$ cat src/hdl/jtag_bridge_defs.svh
`ifndef JTAG_BRIDGE_DEFS_SVH
`define JTAG_BRIDGE_DEFS_SVH

// Data bus bit positions, shared by write capture and readback
`define BIT_TDI       0
`define BIT_TMS       1
`define BIT_TCK       2
`define BIT_TDO       3

// Reset values of the chain drive registers
`define RST_TDI       1'b0
`define RST_TMS       1'b1
`define RST_TCK       1'b0

// Default chain address on the processor bus
`define CHAIN_ADDR    8'h00

`endif

$ cat src/hdl/jtag_bridge_pkg.sv
package jtag_bridge_pkg;

	typedef struct packed {
		logic tck;
		logic tms;
		logic tdi;
	} chain_drive_t;

	typedef enum logic {
		SRC_CPU,
		SRC_CABLE
	} chain_src_t;

endpackage

$ cat src/hdl/sync2.sv
`timescale 1ns/1ps

module sync2 #(
	parameter int WIDTH = 1
) (
	input  wire logic             clk,
	input  wire logic             rst_n,
	input  wire logic [WIDTH-1:0] d,
	output logic      [WIDTH-1:0] q
);

	logic [WIDTH-1:0] meta_q;

	// First stage feeds only the second stage
	always_ff @(posedge clk or negedge rst_n) begin
		if (!rst_n) begin
			meta_q <= '0;
			q      <= '0;
		end else begin
			meta_q <= d;
			q      <= meta_q;
		end
	end

endmodule

$ cat src/hdl/bus_to_jtag_bridge.sv
`timescale 1ns/1ps
`include "jtag_bridge_defs.svh"

// Functional notes
// - Only one decoded bus address reaches the chain.
// - TMS, TCK and TDI outputs come from registers on the system clock.
// - A cable select lets the download header drive the chain instead.
// - Data bus is required; address, strobe and direction are optional uses.
// - Decoded write captures data bits into three chain drive registers.
// - Data bus drivers enable only on a decoded read.
// - Reads return the three drive registers alongside TDO.
module bus_to_jtag_bridge
	import jtag_bridge_pkg::*;
#(
	parameter int         AW        = 8,
	parameter logic [7:0] CHAIN_ADR = `CHAIN_ADDR
) (
	// Clock and reset
	input  wire logic                       CLK_SYS,
	input  wire logic                       RST_N,
	// Processor bus
	input  wire logic [AW-1:0]              ADDR,
	input  wire logic                       ADDRESS_STROBE,
	input  wire logic                       READ_NOT_WRITE,
	input  wire logic [3:0]                 DATA_IN,
	output logic      [3:0]                 DATA_OUT,
	output logic                            DATA_OE,
	// Download cable header
	input  wire logic                       CABLE_SEL,
	input  wire jtag_bridge_pkg::chain_drive_t CABLE_DRV,
	output logic                            CABLE_TDO,
	// Chain
	input  wire logic                       CHAIN_TDO,
	output jtag_bridge_pkg::chain_drive_t   CHAIN_DRV
);

	import jtag_bridge_pkg::*;

	chain_drive_t drv_q;
	chain_src_t   src;
	logic [3:0]   sync_in;
	logic [3:0]   sync_out;
	logic         hit;
	logic         wr_hit;
	logic         rd_hit;

	// Cable and chain pins are asynchronous to the system clock
	assign sync_in = {CABLE_SEL, CABLE_DRV.tck ^ 1'b0, CABLE_DRV.tms, CABLE_DRV.tdi};

	sync2 #(.WIDTH(4)) u_sync_cable (
		.clk   (CLK_SYS),
		.rst_n (RST_N),
		.d     (sync_in),
		.q     (sync_out)
	);

	// Readback of TDO trails the pin by two clocks, the price of a clean synchroniser
	logic tdo_meta_q;
	logic tdo_q;

	always_ff @(posedge CLK_SYS or negedge RST_N) begin
		if (!RST_N) begin
			tdo_meta_q <= 1'b0;
			tdo_q      <= 1'b0;
		end else begin
			tdo_meta_q <= CHAIN_TDO;
			tdo_q      <= tdo_meta_q;
		end
	end

	// Bus inputs come from the processor logic on the same clock
	assign hit    = ADDRESS_STROBE && (ADDR == CHAIN_ADR[AW-1:0]);
	assign wr_hit = hit && !READ_NOT_WRITE;
	assign rd_hit = hit && READ_NOT_WRITE;
	assign src    = sync_out[3] ? SRC_CABLE : SRC_CPU;

	// Drive registers only change when software writes, so TCK edges are software paced while the CPU source drives the chain
	always_ff @(posedge CLK_SYS or negedge RST_N) begin
		if (!RST_N) begin
			drv_q.tdi <= `RST_TDI;
			drv_q.tms <= `RST_TMS;
			drv_q.tck <= `RST_TCK;
		end else if (wr_hit) begin
			drv_q.tdi <= DATA_IN[`BIT_TDI];
			drv_q.tms <= DATA_IN[`BIT_TMS];
			drv_q.tck <= DATA_IN[`BIT_TCK];
		end
	end

	// Output mux is registered, adding one cycle but keeping the pins glitch free
	always_ff @(posedge CLK_SYS or negedge RST_N) begin
		if (!RST_N) begin
			CHAIN_DRV.tdi <= `RST_TDI;
			CHAIN_DRV.tms <= `RST_TMS;
			CHAIN_DRV.tck <= `RST_TCK;
		end else if (src == SRC_CABLE) begin
			CHAIN_DRV.tdi <= sync_out[0];
			CHAIN_DRV.tms <= sync_out[1];
			CHAIN_DRV.tck <= sync_out[2];
		end else begin
			CHAIN_DRV <= drv_q;
		end
	end

	always_ff @(posedge CLK_SYS or negedge RST_N) begin
		if (!RST_N) begin
			CABLE_TDO <= 1'b0;
		end else begin
			CABLE_TDO <= tdo_q;
		end
	end

	// Read data: only the optional bus signals gate it, the data bus itself is mandatory
	always_ff @(posedge CLK_SYS or negedge RST_N) begin
		if (!RST_N) begin
			DATA_OE  <= 1'b0;
			DATA_OUT <= 4'h0;
		end else begin
			DATA_OE <= rd_hit;
			if (rd_hit) begin
				DATA_OUT[`BIT_TDO] <= tdo_q;
				DATA_OUT[`BIT_TDI] <= drv_q.tdi;
				DATA_OUT[`BIT_TMS] <= drv_q.tms;
				DATA_OUT[`BIT_TCK] <= drv_q.tck;
			end else begin
				DATA_OUT <= 4'h0;
			end
		end
	end

	a_write_capture: assert property (@(posedge CLK_SYS) disable iff (!RST_N)
		wr_hit |=> (drv_q.tck == $past(DATA_IN[`BIT_TCK])
			&& drv_q.tms == $past(DATA_IN[`BIT_TMS])
			&& drv_q.tdi == $past(DATA_IN[`BIT_TDI])))
		else $error("write not captured");

	a_hold_nowrite: assert property (@(posedge CLK_SYS) disable iff (!RST_N)
		!wr_hit |=> $stable(drv_q))
		else $error("drive changed without write");

	a_oe_read: assert property (@(posedge CLK_SYS) disable iff (!RST_N)
		$past(RST_N) |-> DATA_OE == $past(rd_hit))
		else $error("bus enable not tied to read");

	a_readback_reg: assert property (@(posedge CLK_SYS) disable iff (!RST_N)
		rd_hit |=> (DATA_OUT[`BIT_TMS] == $past(drv_q.tms)
			&& DATA_OUT[`BIT_TCK] == $past(drv_q.tck)
			&& DATA_OUT[`BIT_TDI] == $past(drv_q.tdi)))
		else $error("readback mismatch");

	a_readback_tdo: assert property (@(posedge CLK_SYS) disable iff (!RST_N)
		rd_hit |=> DATA_OUT[`BIT_TDO] == $past(tdo_q))
		else $error("tdo not returned");

	a_cpu_drive: assert property (@(posedge CLK_SYS) disable iff (!RST_N)
		(src == SRC_CPU) |=> CHAIN_DRV == $past(drv_q))
		else $error("chain not driven by registers");

	a_cable_drive: assert property (@(posedge CLK_SYS) disable iff (!RST_N)
		(src == SRC_CABLE) |=> CHAIN_DRV == $past(sync_out[2:0]))
		else $error("cable not driving chain");

	a_other_addr: assert property (@(posedge CLK_SYS) disable iff (!RST_N)
		(ADDRESS_STROBE && ADDR != CHAIN_ADR[AW-1:0]) |=> (!DATA_OE && $stable(drv_q)))
		else $error("foreign address decoded");

	a_oe_idle: assert property (@(posedge CLK_SYS) disable iff (!RST_N)
		!rd_hit |=> (!DATA_OE && DATA_OUT == 4'h0))
		else $error("bus driven outside a read");

	a_strobe_low: assert property (@(posedge CLK_SYS) disable iff (!RST_N)
		!ADDRESS_STROBE |=> (!DATA_OE && $stable(drv_q)))
		else $error("access without strobe");

	a_read_keeps: assert property (@(posedge CLK_SYS) disable iff (!RST_N)
		rd_hit |=> $stable(drv_q))
		else $error("read disturbed drive registers");

	a_reset_state: assert property (@(posedge CLK_SYS) disable iff (!RST_N)
		$rose(RST_N) |-> (CHAIN_DRV.tck == `RST_TCK
			&& CHAIN_DRV.tms == `RST_TMS && !DATA_OE))
		else $error("chain not parked after reset");

	a_pins_quiet: assert property (@(posedge CLK_SYS) disable iff (!RST_N)
		(src == SRC_CPU && $past(src) == SRC_CPU && $past(!wr_hit)) |=> $stable(CHAIN_DRV))
		else $error("chain pins moved without a write");

	a_cpu_write_pins: assert property (@(posedge CLK_SYS) disable iff (!RST_N)
		(wr_hit && src == SRC_CPU) ##1 (src == SRC_CPU)
			|=> (CHAIN_DRV.tck == $past(DATA_IN[`BIT_TCK], 2)
			&& CHAIN_DRV.tdi == $past(DATA_IN[`BIT_TDI], 2)))
		else $error("write did not reach chain pins");

	a_tdo_sync: assert property (@(posedge CLK_SYS) disable iff (!RST_N)
		($past(RST_N) && $past(RST_N, 2)) |-> tdo_q == $past(CHAIN_TDO, 2))
		else $error("chain output not synchronised");

	a_sel_sync: assert property (@(posedge CLK_SYS) disable iff (!RST_N)
		($past(RST_N) && $past(RST_N, 2)) |-> ((src == SRC_CABLE) == $past(CABLE_SEL, 2)))
		else $error("cable select not synchronised");

	a_tdo_cable: assert property (@(posedge CLK_SYS) disable iff (!RST_N)
		$past(RST_N) |-> CABLE_TDO == $past(tdo_q))
		else $error("cable header lost chain output");

endmodule

$ cat config.mk
export PLATFORM = sky130hd
export DESIGN_NAME = bus_to_jtag_bridge
export DESIGN_NICKNAME = d
export VERILOG_FILES = /design/src/hdl/jtag_bridge_pkg.sv /design/src/hdl/sync2.sv /design/src/hdl/bus_to_jtag_bridge.sv
export VERILOG_INCLUDE_DIRS = /design/src /design/src/hdl
export SDC_FILE = /design/constraint.sdc
export NUM_CORES = 1
export LEC_CHECK = 0
export BUFFER_PORTS_ARGS = -buffer_cell sky130_fd_sc_hd__buf_2
export CAP_MARGIN = 20
export CORE_ASPECT_RATIO = 1.1
export CORE_UTILIZATION = 47
export CTS_BUF_LIST = sky130_fd_sc_hd__clkbuf_8
export CTS_CLUSTER_DIAMETER = 150
export DETAILED_ROUTE_END_ITERATION = 6
export PLACE_DENSITY = 0.79
export SLEW_MARGIN = 20
export SYNTH_ARGS = -nofsm -noshare
export SYNTH_HDL_FRONTEND = slang
export SYNTH_SLANG_ARGS = --single-unit
$ cat constraint.sdc
create_clock -name CLK_SYS -period 1 [get_ports CLK_SYS]
set_input_delay 0 -clock CLK_SYS [delete_from_list [all_inputs] [get_ports CLK_SYS]]
set_output_delay 0 -clock CLK_SYS [all_outputs]
set_load 0.01 [all_outputs]
==> impl_metrics.yaml <==
run_status:
  status: "finished, final reports clean"
floorplan:
  core_area_sq_um: 1384
  dieArea_sq_um: 1655
  die_y_microns: 42.57
  start_util_pct: 50.81
  boundaryPins: 30
  die_width_microns: 38.88
  fp-row-count: 14
final_layout:
  n_antenna_cell: 0
  layout-drive-gt1-share_pct: 51.28
  final-seq-area_sq_um: 553.0
  final_area_sq_um: 1008
  syn_to_final_growth_pct: 43.42
  multi_input_area_sq_um: 150.1
  fillerInstances: 102
  final_cell_mix: "buf_2, dfrtp_1, dlygate4sd3_1"
  layout_commonest_cell: "buf_2"
  fin_nets: 100
critical_path:
  worstSetupStartpointType: "flop"
  r2r_setup_slack_ps: 140
  critical_path.max_stage_delay_ps: 510
  crit_required_ps: 1000
  slowest_stage: "dfstp_2"
  path_class: "flop to output port"
  crit_buf_inv: 1
  worst_setup_path_end_kind: "output port"
  critPathMaxFanout: 1
  critPathTopFamily: "flip-flops"
  crit_chain: "buf_2"
  arrival_ps: 880
timing:
  fmax_mhz: 1135
  final.setup.tns_ps: 0
  setup_violations: 0
  holdWs_ps: 89.99
  setup_ws_ps: 119.0
  drv_slew: 0
  finalCritPeriodShare_pct: 88.10
  rsz0062_at_grt: "no"
  slew_headroom_pct: 70.44
  finalCriticalPeriod_ps: 881.0
  final-hold-violation-count: 0
  worstMarginPinSlew_ps: 443.4
  clock_skew_ps: 0.6062
grt:
  grt_pass1_vias: 405
  grt_pass1_wl_mm: 1.587
  track_usage_pct: 14.58
  grt-ovfl-total: 0
  antenna_found_initial: 0
  grt_max_degree: 23
routing:
  first_pass_iters: 2
  routed_wl_mm: 1.007
  wl_met2_microns: 519
  wl_met3_microns: 43
  via_per_inst: 4.479
  wl_met1_microns: 444
  drtAntennaViolNets: 0
  drc: 0
  vias: 421
  drt_iter0_markers: 7
  wl_per_cell_microns: 10.71
  routed.top_layer: "met3"
clock_tree:
  tritoncts: "done"
  clock_latency_ps: 250
  cts_root_buf: "clkbuf_8"
  cts_sinks: 22
  hold_buffers: 9
  ctsHtreeMaxLevel: 1
  cts_made_buffers: 3
  post_cts_buffers: 0
  cts_resized: 0
  cts_max_path_buffers: 2
  path_clk_slew_ps: 70
power_and_ir_drop:
  p_total_mw: 1.647
  power_density_nw_per_um2: 1633
  ir_drop_v: 0.001015
  power_leakage_nw: 0.5377
placed_design:
  io_buffers: 28
  place_congestion: 0.6443
  place_ws_ps: -67.85
  placed_area_sq_um: 863.3
  dpl.hpwl_microns: 736
hold_path:
  hp-class: "input pin to flop"
synth:
  yosysSeqAreaShare_pct: 78.65
  synth_cell_types: 10
  netlist_area_sq_um: 703.2
  ys_ff_latch: 22
  syn_inst: 37
  ys_warn_count: 0
  synth_area_per_cell_sq_um: 19.00
  syn_nets: 58
run:
  maxCapViolCount: 0
-- synthesized netlist by cell type --
library cell	n	area, sq um
dfrtp_1	20	500.5
and2_1	4	25.02
mux2_1	3	33.78
mux2_2	3	33.78
dfstp_2	2	52.55
and4_2	1	10.01
nand4b_2	1	15.01
nor2_1	1	3.750
nor3_1	1	5.000
nor4b_4	1	23.77
-- area by class of cell --
| class | instances | area share (%) |
|---|---|---|
| multi-input cells | 15 | 14.89 |
| clock buffers | 4 | 5.459 |
| well taps | 16 | 1.985 |
| repair buffers | 37 | 22.83 |
| flip-flops and latches | 22 | 54.84 |
-- per-stage QoR --
stage               cells  utilization [%]
floorplan              37                -
global placement       81            62.39
detailed placement     81            62.39
CTS                    94            72.88
global route           94            72.88
finish                 94            72.88
-- logic make-up (layout without fill, tap and decap cells) --
group         count (synthesis)  in the layout  share of synthesized area [%]
flops                        22             22                          78.65
mux                           6              6                          9.608
simple gates                  9              9                          11.74
buf+inv                       0             41                              0
-- metal layers --
metal | vias up | global-route usage [%]
met4 | 0 | 4.138
li1 | 209 | -
met3 | 0 | 4.787
met2 | 16 | 25.00
met5 | - | 0
met1 | 196 | 16.79
-- power breakdown --
group | switching [mW] | total (mW) | leakage (nW) | internal [mW]
Clock | 0.249 | 0.598 | 0.0288 | 0.350
Combinational | 0.0448 | 0.114 | 0.237 | 0.0689
Sequential | 0.0107 | 0.934 | 0.272 | 0.924
Total | 0.304 | 1.65 | 0.538 | 1.34
-- flip-flops by register name (all words and copies together), names as in the netlist --
register,cells
drv_q,3
tdo_q,1
CHAIN_DRV,3
CABLE_TDO,1
DATA_OUT,4
tdo_meta_q,1
u_sync_cable.meta_q,4
DATA_OE,1
u_sync_cable.q,4
-- path summary, 6_finish.rpt --
kind,cells past startpoint,to,start
min reg2reg,0,tdo_q,tdo_meta_q
min,2,DATA_OE,READ_NOT_WRITE
max reg2reg,1,CHAIN_DRV[0],u_sync_cable.q[3]
max in group asynchronous,2,CHAIN_DRV[1],RST_N
min in group asynchronous,2,DATA_OUT[2],RST_N
max,1,CHAIN_DRV[1],CHAIN_DRV[1]
No activity file was read; power rests on OpenSTA's default activity.
